File: src/hdl/dsm_regs.vh
// Constants for the dual axis speed monitor
`ifndef DSM_REGS_VH
`define DSM_REGS_VH
// Clock rate and measurement gate of 2500 cycles (0.1 ms)
`define DSM_CLK_HZ 25000000
`define DSM_GATE_CYC 24'h00_09C4
// Short gate trades frequency resolution for a fast reaction time
`define DSM_GATES_PER_S 10000
// Fixed fault floor of 2 Hz, as an edge count per gate (rounded up)
`define DSM_FLOOR_HZ 2
`define DSM_FLOOR_CNT 16'h0001
// Counter width
`define DSM_CW 16
// Input configuration codes
`define DSM_CFG_ENC 2'h0
`define DSM_CFG_PROX 2'h1
`define DSM_CFG_BOTH 2'h2
// Direction mismatch behaviour codes
`define DSM_DIR_AXIS 1'b0
`define DSM_DIR_STOP 1'b1
// Reset values
`define DSM_CNT_RST 16'h0000
`define DSM_FREQ_RST 16'h0000
`endif

File: src/hdl/dsm_edge_meter.v
// Edge counter over a fixed gate, one per input signal
`timescale 1ns/1ps
`default_nettype none
`include "dsm_regs.vh"
module dsm_edge_meter (
  // Clock and reset
  input wire i_mclk,
  input wire i_rst_n,
  input wire i_ce,
  // Gate and signal
  input wire i_gate,
  input wire i_sig,
  // Result
  output reg [`DSM_CW-1:0] o_count
);
  reg prev;
  reg armed;
  reg [`DSM_CW-1:0] acc;
  wire rise;
  // No edge until a real previous level is held, so a pin that is
  // already high when reset ends is not counted as a phantom edge
  assign rise = i_sig & ~prev & armed;

  always @(posedge i_mclk or negedge i_rst_n) begin
    if (!i_rst_n) begin
      prev <= 1'b0;
      armed <= 1'b0;
      acc <= `DSM_CNT_RST;
      o_count <= `DSM_FREQ_RST;
    end else if (i_ce) begin
      prev <= i_sig;
      armed <= 1'b1;
      if (i_gate) begin
        // Count of this cycle's edge is carried into the next gate
        o_count <= acc;
        acc <= rise ? 16'h0001 : `DSM_CNT_RST;
      end else if (rise && acc != 16'hFFFF) begin
        acc <= acc + 16'h0001;
      end
    end
  end
endmodule // dsm_edge_meter
`default_nettype wire

File: src/hdl/dsm_speed_monitor.v
// Dual axis speed and standstill monitor core
// Behaviour
// - Each axis evaluated separately, own outputs
// - Report every axis status to base
// - Single channel fault forces axis safe
// - Overspeed output low means safe
// - Channel frequency mismatch above limits: safe
// - Direction mismatch: axis safe, auto release
// - Encoder plus proximity: three signals used
// - Standstill when two of three slow
// - Shearpin: tracks slow, proximity fast
// - Shearpin break forces safe, auto release
// - Eight selectable speed thresholds per axis
`timescale 1ns/1ps
`default_nettype none
`include "dsm_regs.vh"
module dsm_speed_monitor (
  // Clock, reset, enable
  input wire i_mclk,
  input wire i_rst_n,
  input wire i_ce,
  // Axis 1 inputs: encoder tracks and proximity switches
  input wire i_axis1_enc_a,
  input wire i_axis1_enc_b,
  input wire i_axis1_prox_in_a,
  input wire i_axis1_prox_in_b,
  // Axis 2 inputs
  input wire i_axis2_enc_a,
  input wire i_axis2_enc_b,
  input wire i_axis2_prox_in_a,
  input wire i_axis2_prox_in_b,
  // Per-axis channel fault detectors (open circuit)
  input wire [1:0] i_chan_fault,
  // Configuration, index 0 is axis 1
  input wire [3:0] i_input_cfg,
  input wire [1:0] i_shearpin_en,
  input wire i_dir_mode,
  input wire [31:0] i_standstill_cnt,
  input wire [5:0] i_speed_sel,
  input wire [255:0] i_speed_table,
  // Status to base controller
  output reg [1:0] o_standstill,
  output reg [1:0] o_overspeed_ok,
  output reg [1:0] o_dir_fwd,
  output reg [1:0] o_axis_ok,
  output reg [1:0] o_shearpin_break,
  output reg [1:0] o_freq_fault,
  output reg [1:0] o_dir_fault,
  output reg o_system_stop
);
  ////////////////////////////////////////////////////////////////////////
  // Measurement gate
  localparam [23:0] GATE_LAST = `DSM_GATE_CYC - 24'h00_0001;
  reg [23:0] gate_cnt;
  reg gate;
  always @(posedge i_mclk or negedge i_rst_n) begin
    if (!i_rst_n) begin
      gate_cnt <= 24'h00_0000;
      gate <= 1'b0;
    end else if (i_ce) begin
      gate <= (gate_cnt == GATE_LAST);
      gate_cnt <= (gate_cnt == GATE_LAST) ? 24'h00_0000 : gate_cnt + 24'h1;
    end
  end

  ////////////////////////////////////////////////////////////////////////
  // Edge meters, four per axis
  wire [7:0] sig_in;
  wire [`DSM_CW-1:0] freq [0:7];
  assign sig_in = {i_axis2_prox_in_b, i_axis2_prox_in_a, i_axis2_enc_b,
                   i_axis2_enc_a, i_axis1_prox_in_b, i_axis1_prox_in_a,
                   i_axis1_enc_b, i_axis1_enc_a};
  genvar g;
  generate
    for (g = 0; g < 8; g = g + 1) begin : g_meter
      dsm_edge_meter u_meter (
        .i_mclk(i_mclk),
        .i_rst_n(i_rst_n),
        .i_ce(i_ce),
        .i_gate(gate),
        .i_sig(sig_in[g]),
        .o_count(freq[g])
      );
    end
  endgenerate

  ////////////////////////////////////////////////////////////////////////
  // Quadrature direction per axis: A leading B means forward
  reg [1:0] a_prev;
  reg [1:0] fwd_seen;
  reg [1:0] rev_seen;
  reg [1:0] dir_fwd;
  integer k;
  always @(posedge i_mclk or negedge i_rst_n) begin
    if (!i_rst_n) begin
      a_prev <= 2'h0;
      fwd_seen <= 2'h0;
      rev_seen <= 2'h0;
      dir_fwd <= 2'h0;
    end else if (i_ce) begin
      for (k = 0; k < 2; k = k + 1) begin
        a_prev[k] <= sig_in[4*k];
        if (gate) begin
          // Decision per gate; a gate with both senses is a mismatch
          dir_fwd[k] <= fwd_seen[k] & ~rev_seen[k];
          fwd_seen[k] <= 1'b0;
          rev_seen[k] <= 1'b0;
        end else if (sig_in[4*k] & ~a_prev[k]) begin
          if (!sig_in[4*k+1])
            fwd_seen[k] <= 1'b1;
          else
            rev_seen[k] <= 1'b1;
        end
      end
    end
  end

  ////////////////////////////////////////////////////////////////////////
  // Per-axis evaluation
  reg [1:0] next_standstill;
  reg [1:0] next_overspeed_ok;
  reg [1:0] next_axis_ok;
  reg [1:0] next_shear;
  reg [1:0] next_ffault;
  reg [1:0] next_dfault;
  reg [1:0] dir_mix;
  reg [`DSM_CW-1:0] fa, fb, fp, fq, ss, lim, fmax;
  reg sa, sb, sp, sq;
  reg [1:0] cfg;
  reg [2:0] sel;
  integer j;
  always @* begin
    next_standstill = 2'h0;
    next_overspeed_ok = 2'h0;
    next_axis_ok = 2'h0;
    next_shear = 2'h0;
    next_ffault = 2'h0;
    next_dfault = 2'h0;
    dir_mix = 2'h0;
    fa = 16'h0000; fb = 16'h0000; fp = 16'h0000; fq = 16'h0000;
    ss = 16'h0000; lim = 16'h0000; fmax = 16'h0000;
    sa = 1'b0; sb = 1'b0; sp = 1'b0; sq = 1'b0;
    cfg = 2'h0;
    sel = 3'h0;
    for (j = 0; j < 2; j = j + 1) begin
      fa = freq[4*j];
      fb = freq[4*j+1];
      fp = freq[4*j+2];
      fq = freq[4*j+3];
      ss = i_standstill_cnt[16*j +: 16];
      cfg = i_input_cfg[2*j +: 2];
      sel = i_speed_sel[3*j +: 3];
      lim = i_speed_table[128*j + 16*sel +: 16];
      sa = (fa <= ss);
      sb = (fb <= ss);
      sp = (fp <= ss);
      sq = (fq <= ss);
      fmax = 16'h0000;
      case (cfg)
        `DSM_CFG_ENC: begin
          next_standstill[j] = sa & sb;
          fmax = (fa > fb) ? fa : fb;
          if (fa != fb) next_ffault[j] = 1'b1;
        end
        `DSM_CFG_PROX: begin
          next_standstill[j] = sp & sq;
          fmax = (fp > fq) ? fp : fq;
          if (fp != fq) next_ffault[j] = 1'b1;
        end
        `DSM_CFG_BOTH: begin
          // Proximity B is unused here
          next_standstill[j] = (sa & sb) | (sa & sp) | (sb & sp);
          fmax = (fa > fb) ? fa : fb;
          if (fp > fmax) fmax = fp;
          if (fa != fb) next_ffault[j] = 1'b1;
          if (i_shearpin_en[j] && sa && sb && !sp)
            next_shear[j] = 1'b1;
        end
        default: begin
          next_ffault[j] = 1'b1;
        end
      endcase
      // Mismatch only counts above standstill and the 2 Hz floor
      if (!(fmax > ss && fmax >= `DSM_FLOOR_CNT))
        next_ffault[j] = (cfg == 2'h3);
      if (cfg != `DSM_CFG_PROX && fwd_seen[j] && rev_seen[j])
        dir_mix[j] = 1'b1;
      next_dfault[j] = dir_mix[j];
      next_axis_ok[j] = !i_chan_fault[j] && !next_ffault[j] &&
                        !next_shear[j] && !next_dfault[j];
      next_overspeed_ok[j] = next_axis_ok[j] && (fmax <= lim);
      // A faulted axis never claims standstill
      next_standstill[j] = next_standstill[j] & next_axis_ok[j];
    end
  end

  ////////////////////////////////////////////////////////////////////////
  // The first gate end only holds reset counts, not a measurement;
  // reporting them would claim standstill before anything was seen
  reg primed;
  always @(posedge i_mclk or negedge i_rst_n) begin
    if (!i_rst_n)
      primed <= 1'b0;
    else if (i_ce && gate)
      primed <= 1'b1;
  end

  ////////////////////////////////////////////////////////////////////////
  // Status registers, updated each gate after the first
  always @(posedge i_mclk or negedge i_rst_n) begin
    if (!i_rst_n) begin
      o_standstill <= 2'h0;
      o_overspeed_ok <= 2'h0;
      o_dir_fwd <= 2'h0;
      o_axis_ok <= 2'h0;
      o_shearpin_break <= 2'h0;
      o_freq_fault <= 2'h0;
      o_dir_fault <= 2'h0;
      o_system_stop <= 1'b0;
    end else if (i_ce && gate && primed) begin
      // Axis safe states clear on the next clean gate; only o_system_stop latches
      o_standstill <= next_standstill;
      o_overspeed_ok <= next_overspeed_ok;
      o_dir_fwd <= dir_fwd;
      o_axis_ok <= next_axis_ok;
      o_shearpin_break <= next_shear;
      o_freq_fault <= next_ffault;
      o_dir_fault <= next_dfault;
      // Legacy mode stops the whole system and stays stopped
      if (i_dir_mode == `DSM_DIR_STOP && |next_dfault)
        o_system_stop <= 1'b1;
    end
  end
endmodule // dsm_speed_monitor
`default_nettype wire

File: config.mk
export PLATFORM = sky130hd
export DESIGN_NAME = dsm_speed_monitor
export DESIGN_NICKNAME = d
export VERILOG_FILES = /design/src/hdl/dsm_edge_meter.v /design/src/hdl/dsm_speed_monitor.v
export VERILOG_INCLUDE_DIRS = /design/src /design/src/hdl
export SDC_FILE = /design/constraint.sdc
export NUM_CORES = 1
export LEC_CHECK = 0
export ABC_AREA = 1
export CAP_MARGIN = 0
export CELL_PAD_IN_SITES_DETAIL_PLACEMENT = 0
export CELL_PAD_IN_SITES_GLOBAL_PLACEMENT = 1
export CORE_UTILIZATION = 51
export DETAILED_ROUTE_END_ITERATION = 6
export DONT_BUFFER_PORTS = 1
export GPL_ROUTABILITY_DRIVEN = 0
export PLACE_DENSITY = 0.83
export SLEW_MARGIN = 20
export SYNTH_ARGS = -nofsm -noshare
export SYNTH_HDL_FRONTEND = slang
export SYNTH_SLANG_ARGS = --single-unit
File: constraint.sdc
create_clock -name i_mclk -period 13.3 [get_ports i_mclk]
set_input_delay 1.995 -clock i_mclk [delete_from_list [all_inputs] [get_ports i_mclk]]
set_output_delay 1.995 -clock i_mclk [all_outputs]
set_load 0.01 [all_outputs]
* Yosys cells after proc, flatten, opt, wreduce, memory -nomap -nowiden
Index checks and enable logic that the tools add are counted.
Word-level totals: bits in registers 314, bits in latches 0, bits in writable memories 0, ROM bits 0, output and inout port bits 15, word-level logic and storage cells 276, memories kept 0
Cells by class: $add $sub $neg 10, multipliers 0, div/mod/pow operators 0, order comparisons 20, equal/unequal tests 23, shift-type cells 2, mux-type cells 61, bitwise gates (word level) 46, reduce and logical (&&, ||, !) cells 72
Operator list (count):
- two-way mux 16 bit | 22
- variable part select 256 x 10 -> 16 bit | 1
- variable part select 256 x 8 -> 16 bit | 1
- <= comparator 16 bit | 10
- adder 16 x 1 -> 16 bit, second input constant | 8
- > comparator 16 bit | 8
- != test 16 bit, second input constant | 8
- one-hot mux 16 bit (3 select lines) | 2
- != test 16 bit | 4
- >= comparator 16 x 1 -> 1 bit, second input constant | 2
- two-way mux 1 bit | 32
- logical AND 1 bit | 31
- bitwise AND 1 bit | 30
- adder 24 x 1 -> 24 bit, second input constant | 1
- equality test 24 x 12 -> 1 bit, second input constant | 1
- two-way mux 24 bit | 1
- nonzero test 2 bit | 12
- AND reduction 2 bit | 10
- NOT 1 bit | 12
- AND reduction 3 bit | 4
- logical NOT 1 bit | 10
- adder 8 x 7 -> 9 bit, first input constant | 1
- equality test 2 bit, second input constant | 4
- one-hot mux 1 bit (3 select lines) | 2
- other kinds (7) | 17

* Logic depth before layout (Yosys ltp)
Gate-level depths: netlist of run 1.
depth in word-level cells 13, mapped depth 46

* Modules after synthesis
A second synthesis of run 1 with hierarchy kept.
Unflattened totals: cells, all modules 3809, area, all modules 26895.8 um2
Modules (own cells, without submodules):
- dsm_edge_meter | times used 8, cells an instance 222, area each 1759.2 um2, seq. area each 850.8 um2
- dsm_speed_monitor | times used 1, cells an instance 2033, area each 12822.3 um2, seq. area each 1226.2 um2

* Least setup slack after synthesis of run 1
OpenSTA, ideal clock, no wires.
kind reg-to-reg, start point reg g_meter[4].u_meter.o_count[15], end point reg o_freq_fault[1], library setup time 117 ps, data arrival time 4319 ps, data required time 13183 ps, setup slack 8864 ps, stages on the path, launching flop included 30, path buffers 3, clock period less this slack 4436 ps, cell sequence dfrtp_1 ha_1 nand2_1 o21ai_0 a21oi_1 nand2_2 nand2_2 clkbuf_1 buf_2 o21ai_0 ha_1 nand2_1 nor3_1 and3_1 nand4_1 nand2_4 buf_6 nand2_1 nand3_1 nand3_1 ha_1 a21oi_1 nand3b_1 a21oi_1 a2111oi_0 nand2_1 nand3_2 nand2_1 nand2_1 nand2_1
On the way: longest elaborated chain between the ends 8
RTL lines:
- start, declared | line dsm_edge_meter.v:14 | output reg [`DSM_CW-1:0] o_count
- start signal, assigned | line dsm_edge_meter.v:29 | o_count <= `DSM_FREQ_RST;
- > comparator 16 bit | line dsm_speed_monitor.v:162, dsm_speed_monitor.v:173
- two-way mux 16 bit | line dsm_speed_monitor.v:162, dsm_speed_monitor.v:173
- > comparator 16 bit | line dsm_speed_monitor.v:174 | if (fp > fmax) fmax = fp;
- two-way mux 16 bit | line dsm_speed_monitor.v:174
- one-hot mux 16 bit (3 select lines) | line dsm_speed_monitor.v:159 | case (cfg)
- > comparator 16 bit / >= comparator 16 x 1 -> 1 bit (equally long branches)
- logical AND 1 bit (no line)
- two-way mux 1 bit (*) | line dsm_speed_monitor.v:184 | if (!(fmax > ss && fmax >= `DSM_FLOOR_CNT))
- end signal, assigned | line dsm_speed_monitor.v:227 | o_freq_fault <= next_ffault;
- end, declared | line dsm_speed_monitor.v:47 | output reg [1:0] o_freq_fault,
Every way passes the cells marked *; elsewhere a longest branch is shown, timed or not. A chain may end at the register's enable or synchronous reset.

* Worst setup path after layout of run 1
start point reg g_meter[5].u_meter.o_count[7], end point reg o_freq_fault[1]
On the way: longest elaborated chain between the ends 8
RTL lines (line):
- start, declared | dsm_edge_meter.v:14
- start signal, assigned | dsm_edge_meter.v:29
- > comparator 16 bit | dsm_speed_monitor.v:162, dsm_speed_monitor.v:173
- two-way mux 16 bit | dsm_speed_monitor.v:162, dsm_speed_monitor.v:173
- > comparator 16 bit | dsm_speed_monitor.v:174
- two-way mux 16 bit | dsm_speed_monitor.v:174
- one-hot mux 16 bit (3 select lines) | dsm_speed_monitor.v:159
- > comparator 16 bit / >= comparator 16 x 1 -> 1 bit (equally long branches)
- logical AND 1 bit (no line)
- two-way mux 1 bit (*) | dsm_speed_monitor.v:184
Marked as above.

==> flow_metrics.py, run 1 <==
metrics = {
    "run_status": {
        "status": "completed",
    },
    "worst_setup_path": {
        "crit-reg2reg-launch": "g_meter[5].u_meter.o_count[7]",
        "cp_max_fo": 32,
        "critPathLaunchType": "flop",
        "worstPathRequired_ns": 13.74,
        "critPathKind": "flop to flop",
        "r2r_slack_ns": 7.50,
        "worstSetupEndpointType": "flop",
        "critPathMostFrequentCell": "nand2_1",
        "worstPathArrival_ns": 6.24,
        "cp_slowest_stage_delay_ns": 0.66,
        "startpoint": "g_meter[5].u_meter.o_count[7]",
        "crit_slowest_cell": "o21ai_0",
    },
    "pwr": {
        "peakVddDrop_v": 0.000101,
        "switchingPower_mw": 1.13,
        "p_comb_share_pct": 28.5,
        "leakagePower_nw": 12.4,
        "internal_power_mw": 2.04,
        "clkPwrFrac_pct": 34.0,
        "seqPwrFrac_pct": 37.6,
        "p_sw_share_pct": 35.6,
        "power.density_nw_per_um2": 124,
    },
    "sta": {
        "rsz0062_at_grt": "no",
        "slew_violations": 0,
        "skew_ns": 0.0229,
        "period_needed_ns": 5.80,
        "setup_slack_ns": 7.50,
        "setup_viol": 0,
        "final_hold_viol_count": 0,
        "worst_pin_slew_ns": 1.09,
        "max_freq_mhz": 172,
        "period_share_pct": 43.6,
        "slew-limit-headroom_pct": 27.5,
        "fin_tns_setup_ns": 0,
    },
    "synth": {
        "seq_area_frac_synth_pct": 32.6,
        "synth-simple-area-share_pct": 22.9,
        "syn-cell-area_um2": 23900,
        "yosys_warnings": 0,
        "synth_enable_flop_cells": 0,
        "synth_cell_types": 50,
        "ys.flop_type": "dfrtp_1",
        "synthAdderAreaFrac_pct": 15.1,
        "syn_nets": 3917,
        "syn_inst": 3314,
        "synth.area.mux_share_pct": 0,
        "ys_ff_latch": 312,
        "avgSynthCellArea_um2": 7.22,
        "synth_compound_area_share_pct": 20.5,
        "async_flop_share_pct": 100,
        "synth_xor_area_share_pct": 0.512,
        "synth_top_family_by_area": "simple AND/OR/NAND/NOR gates",
    },
    "floorplan": {
        "rows": 79,
        "start_util_pct": 51.5,
        "io_pins": 329,
        "dieArea_um2": 47800,
        "coreArea_um2": 46500,
        "die_w_um": 219,
        "dieHeight_um": 219,
    },
    "grt": {
        "grt_max_degree": 313,
        "grt_remaining_overflow": 0,
        "grt_pass1_wl_um": 116000,
        "grt_usage_pct": 31.1,
        "grt_pass1_vias": 21200,
        "antenna_found_initial": 2,
    },
    "placement": {
        "dp_hpwl_um": 58400,
        "post-place-ws_ns": 7.62,
        "port_buffers": 0,
        "dp_cells": 3808,
    },
    "route": {
        "detail_route.wl_per_cell_um": 19.5,
        "wl_um": 75600,
        "drt_iter0_markers": 1992,
        "drc": 0,
        "dr.pass1.iters": 6,
        "vias": 23000,
        "final_antenna_net_count": 0,
        "via_per_inst": 5.92,
    },
    "cells_and_area": {
        "drive_gt1_share_pct": 3.40,
        "nets": 3843,
        "regArea_um2": 7810,
        "postLayoutCoreUtil_pct": 55.0,
        "area_growth_pct": 6.81,
        "nFillCells": 4523,
        "multi_input_area_um2": 14100,
        "instances_no_fill": 3875,
    },
    "min_path": {
        "hold_start": "primed",
        "hold_class": "flop to flop",
    },
    "clock_network": {
        "cts_sinks": 312,
        "clk_pin_slew_worst_paths_ns": 0.06,
        "cts_buffers": 37,
        "cts_resized": 0,
        "htreeDepth": 2,
        "hold_buffers": 0,
        "cts_buffer_depth": 3,
        "clockRootBuffer": "clkbuf_16",
        "cts_tree": "done",
        "clk_latency_ns": 0.57,
        "cts_setup_buffers": 0,
    },
    "run": {
        "drv_cap": 0,
    },
}
-- power by group through the flow --
stage,logic [mW],registers [mW],clock network [mW]
final,0.900,1.19,1.07
after global routing,1.03,1.20,1.13
after CTS,0.890,1.19,1.09
after detailed placement,0.885,1.20,0
after global placement,0.856,1.20,0
after floorplan,0.683,1.16,0
-- layout by cell type, fill, tap and decap left out, types with 55 or more instances in the layout --
cell type  count
a21oi_1      235
dfrtp_1      312
ha_1         289
inv_1        395
nand2_1      651
nand3_1      119
nand4_1       55
nor2_1       318
nor3_1        89
o21ai_0      460
-- worst max-delay path, delay by kind of cell (launching register included) --
| family | cells | cell delay, ns |
|---|---|---|
| buffers and inverters | 2 | 0.21 |
| adders and majority gates | 3 | 0.81 |
| AOI/OAI and AO/OA | 4 | 1.35 |
| DFF | 1 | 0.37 |
| and+or+nand+nor | 21 | 2.91 |
-- layout make-up --
cell class / instances / area share, %
antenna: 3 / 0.0294
multi-input combinational: 2481 / 55.3
tap: 607 / 2.97
sequential: 312 / 30.5
inverter: 402 / 5.90
clock inverter: 13 / 0.788
timing repair buffer: 6 / 0.176
clock buffer: 51 / 4.26
-- metal layers --
metal	routed length, µm	global-route usage [%]	up-vias
met2	33600	48.7	836
met5	0	0	-
met3	5270	4.12	130
met4	2200	10.2	0
li1	-	-	11200
met1	34600	44.2	10800
-- Yosys cell counts (all sizes together) (16+ instances only) --
master	instances	share of area, %
nand4	55	1.4
a211oi	22	0.69
o221ai	38	1.4
ha	289	15
nand3	124	2.7
dfrtp	312	33
clkbuf	105	1.6
o22ai	34	0.89
nand2	660	10
nor4	16	0.42
a21oi	237	5.0
nor3	91	2.0
inv	399	6.3
o211ai	16	0.50
o21ai	463	9.7
nor2	322	5.1
-- per-stage QoR --
stage                     hold WS [ns]  cell area (µm²)  power [mW]
final                            0.460            25600        3.16
after global routing             0.491            25600        3.36
after CTS                        0.463            25600        3.17
after detailed placement         0.448            24300        2.09
after global placement           0.442            24300        2.05
after floorplan                  0.423            23900        1.85
-- state kept, by name, indices dropped and copies added (netlist names), 2 cells and up --
| name | count |
|---|---|
| fwd_seen | 2 |
| o_dir_fwd | 2 |
| o_axis_ok | 2 |
| o_dir_fault | 2 |
| g_meter.u_meter.prev | 6 |
| o_overspeed_ok | 2 |
| a_prev | 2 |
| g_meter.u_meter.acc | 128 |
| o_standstill | 2 |
| o_shearpin_break | 2 |
| rev_seen | 2 |
| o_freq_fault | 2 |
| dir_fwd | 2 |
| g_meter.u_meter.o_count | 128 |
| gate_cnt | 24 |
-- cells by family after synthesis --
kind of cell / count (synthesis)
and+or+nand+nor: 1297
buffers and inverters: 521
AOI/OAI and AO/OA: 881
adders and majority gates: 289
DFF: 312
xor gates and xnor gates: 14
-- final timing paths --
check	endpoint	depth (start not counted)
min reg2reg	primed	2
max in group asynchronous	g_meter[7].u_meter.prev	0
max reg2reg	o_freq_fault[1]	30
min	primed	2
max	o_freq_fault[1]	30
min in group asynchronous	o_axis_ok[0]	0
(Power assumes the default switching activity.)
==> run 2, diff against run 1 <==
--- a/config.mk
+++ b/config.mk
@@ -6,15 +6,15 @@
 export SDC_FILE = /design/constraint.sdc
 export NUM_CORES = 1
 export LEC_CHECK = 0
-export ABC_AREA = 1
+export ABC_AREA = 0
 export CAP_MARGIN = 0
 export CELL_PAD_IN_SITES_DETAIL_PLACEMENT = 0
 export CELL_PAD_IN_SITES_GLOBAL_PLACEMENT = 1
-export CORE_UTILIZATION = 51
+export CORE_UTILIZATION = 45
 export DETAILED_ROUTE_END_ITERATION = 6
 export DONT_BUFFER_PORTS = 1
 export GPL_ROUTABILITY_DRIVEN = 0
-export PLACE_DENSITY = 0.83
+export PLACE_DENSITY = 0.74
 export SLEW_MARGIN = 20
 export SYNTH_ARGS = -nofsm -noshare
 export SYNTH_HDL_FRONTEND = slang
==> constraint.sdc (replaced) <==
create_clock -name i_mclk -period 4.7 [get_ports i_mclk]
set_input_delay 0.705 -clock i_mclk [delete_from_list [all_inputs] [get_ports i_mclk]]
set_output_delay 0.705 -clock i_mclk [all_outputs]
set_load 0.01 [all_outputs]
==> run 2 against run 1 <==
  * Wire length up 6.8%
  * Sequential cell count unchanged
  * The run now ends with negative hold slack, negative setup slack left
  * Register-to-register slack worse by 8.7 ns
  * Synthesized area up 0.39%
  * Clock-buffer cell count up 5
  * Critical path depth up 2
  * Sequential share of layout area down 4.4 points
  * Sequential power rose to 2.7 times the previous value
  * Synthesized cell count down 20%
  * Final area up 17%
  * First-iteration DRC count down 7.9%
==> flow_metrics.py, run 2 <==
metrics = {
    "run_status": {
        "status": "finished, violations left",
        "violations": "negative hold slack, negative setup slack",
    },
    "grt": {
        "grt_remaining_overflow": 0,
        "grt_pass1_vias": 21900,
        "grt_max_degree": 313,
        "antenna_found_initial": 4,
        "grt_usage_pct": 29.3,
        "grt_pass1_wl_um": 123000,
    },
    "synth": {
        "yosys_warnings": 0,
        "synth_cell_types": 89,
        "avgSynthCellArea_um2": 9.02,
        "yosys.area.top_type": "dfrtp_1",
        "ys.flop_type": "dfrtp_1",
        "synthTopCellsByArea": "dfrtp_1 32%, ha_1 15%, nand2_1 6.1%",
        "yosysMostFrequentCell": "nand2_1",
        "seq_area_frac_synth_pct": 32.5,
        "syn_inst": 2665,
        "yosys.area.top_type_share_pct": 32.5,
        "syn_nets": 3268,
        "ys_ff_latch": 312,
        "synth_common_cells": "390 x nand2_1, 312 x dfrtp_1, 289 x ha_1",
        "synth_enable_flop_cells": 0,
        "syn-cell-area_um2": 24000,
        "async_flop_share_pct": 100,
    },
    "route": {
        "dr.pass1.iters": 5,
        "drt_iter0_markers": 1835,
        "via_per_inst": 5.93,
        "drc": 0,
        "detail_route.wl_per_cell_um": 21.9,
        "final_antenna_net_count": 0,
        "vias": 21900,
        "wl_um": 80800,
    },
    "pwr": {
        "switchingPower_mw": 2.49,
        "p_comb_share_pct": 23.3,
        "leakagePower_nw": 14.3,
        "peakVddDrop_v": 0.000227,
        "seqPwrFrac_pct": 38.9,
        "fin_total_pwr_mw": 8.29,
        "internal_power_mw": 5.80,
        "power.density_nw_per_um2": 278,
        "clkPwrFrac_pct": 37.8,
        "p_sw_share_pct": 30.1,
    },
    "clock_network": {
        "clk_latency_ns": 0.56,
        "clk_pin_slew_worst_paths_ns": 0.05,
        "clockRootBuffer": "clkbuf_16",
        "cts_tree": "done",
        "cts_buffer_depth": 3,
        "cts_buffers": 40,
        "htreeDepth": 2,
        "cts_sinks": 312,
    },
    "worst_setup_path": {
        "cp_max_fo": 6,
        "cp_slowest_stage_delay_ns": 0.41,
        "critPathKind": "flop to flop",
        "r2r_cells": 32,
        "worstPathRequired_ns": 5.14,
        "crit_slowest_cell": "dfrtp_1",
        "critPathMostFrequentCell": "a21o_1",
        "crit-reg2reg-launch": "g_meter[4].u_meter.o_count[13]",
        "worstPathArrival_ns": 6.37,
        "critPathLaunchType": "flop",
        "r2r_slack_ns": -1.23,
        "startpoint": "g_meter[4].u_meter.o_count[13]",
        "rr_endpoint": "o_freq_fault[1]",
        "critPathCapture": "o_freq_fault[1]",
        "worstSetupEndpointType": "flop",
    },
    "floorplan": {
        "dieHeight_um": 233,
        "die_w_um": 233,
        "dieArea_um2": 54300,
        "rows": 84,
        "start_util_pct": 45.6,
        "coreArea_um2": 52700,
        "io_pins": 329,
    },
    "sta": {
        "skew_ns": 0.0174,
        "hold_ws_ns": -0.157,
        "period_needed_ns": 5.93,
        "worst_pin_slew_ns": 1.15,
        "slew-limit-headroom_pct": 23.5,
        "period_share_pct": 126,
        "setup_slack_ns": -1.23,
        "rsz0062_at_grt": "yes",
        "slew_violations": 0,
        "fin_tns_setup_ns": -8.71,
        "max_freq_mhz": 169,
        "setup_viol": 8,
        "final_hold_viol_count": 91,
    },
    "min_path": {
        "hold_class": "primary input to asynchronous set/reset pin",
    },
    "placement": {
        "post-place-ws_ns": -1.32,
        "port_buffers": 0,
        "dp_hpwl_um": 61900,
        "dp_cells": 3544,
    },
    "cells_and_area": {
        "layout_commonest_cell": "nand2_1",
        "nets": 3575,
        "area_growth_pct": 24.3,
        "instances_no_fill": 3693,
        "drive_gt1_share_pct": 23.7,
        "reg_top3": "g_meter.u_meter.acc x128, g_meter.u_meter.o_count x128, gate_cnt x24",
        "postLayoutCoreUtil_pct": 56.7,
        "final_cell_mix": "378 x nand2_1, 346 x buf_4, 311 x dfrtp_1",
    },
    "run": {
        "drv_cap": 0,
    },
}
==> run 2: stage by stage <==
| stage | area, µm² | hold slack, ns |
|---|---|---|
| final | 29900 | -0.157 |
| after global routing | 29900 | -0.170 |
| after CTS | 29200 | -0.186 |
| after detailed placement | 27100 | 0.414 |
| after global placement | 27100 | 0.415 |
| after floorplan | 24500 | 0.409 |
==> run 2: repair_timing <==
action | CTS | global route
setup endpoints to repair | 8 | 8
buffers inserted | 42 | 30
gates cloned | 1 | 1
gates resized for setup | 86 | 76
pin swaps | 46 | 47
hold endpoints to repair | 312 | 198
==> run 2: power by group through the flow <==
stage               Combinational (mW)  Sequential [mW]  Clock [mW]
global placement                  1.68             3.25           0
CTS                               1.84             3.22        3.21
detailed placement                1.73             3.27           0
global route                      2.13             3.26        3.31
floorplan                         1.19             3.18           0
finish                            1.93             3.23        3.14
==> run 2: metal layers <==
layer	wire length (µm)	vias to the layer above	track usage [%]
met5	13	-	0
met4	3050	2	11.9
met3	5600	182	4.87
met2	37100	791	47.0
met1	35000	10600	39.0
li1	-	10300	-
==> run 2: layout make-up <==
type,count,area [µm²]
fill,4648,22800
timing repair buffer,359,2770
sequential,312,7810
antenna,3,7.51
tap,688,861
inverter,154,581
multi-input combinational,2105,16500
clock buffer,56,1130
clock inverter,16,204
==> run 2: worst min path at each step <==
stage	start	to	slack [ns]
detailed placement	i_rst_n	o_dir_fault[0]	0.41
global route	i_rst_n	o_dir_fwd[0]	-0.17
finish	i_rst_n	o_dir_fault[0]	-0.16
floorplan	i_rst_n	a_prev[0]	0.41
CTS	i_rst_n	o_dir_fwd[0]	-0.19
global placement	i_rst_n	o_dir_fault[0]	0.42
==> run 2: cells by family after synthesis <==
family                   share of synthesized area (%)
AND/OR/NAND/NOR                                   18.7
AO/OA/AOI/OAI                                     15.4
flip-flops                                        32.5
adder cells (fa/ha/maj)                           15.3
buffers and inverters                             3.97
multiplexers                                      10.0
XOR/XNOR                                          4.12
==> run 2: worst max-delay path, delay by kind of cell, from the launching register on <==
kind | cells | cell delay (ns)
AOI/OAI and AO/OA | 16 | 2.53
and+or+nand+nor | 7 | 1.07
adders and majority gates | 3 | 0.75
muxes | 2 | 0.56
buffers and inverters | 4 | 0.45
DFF | 1 | 0.41
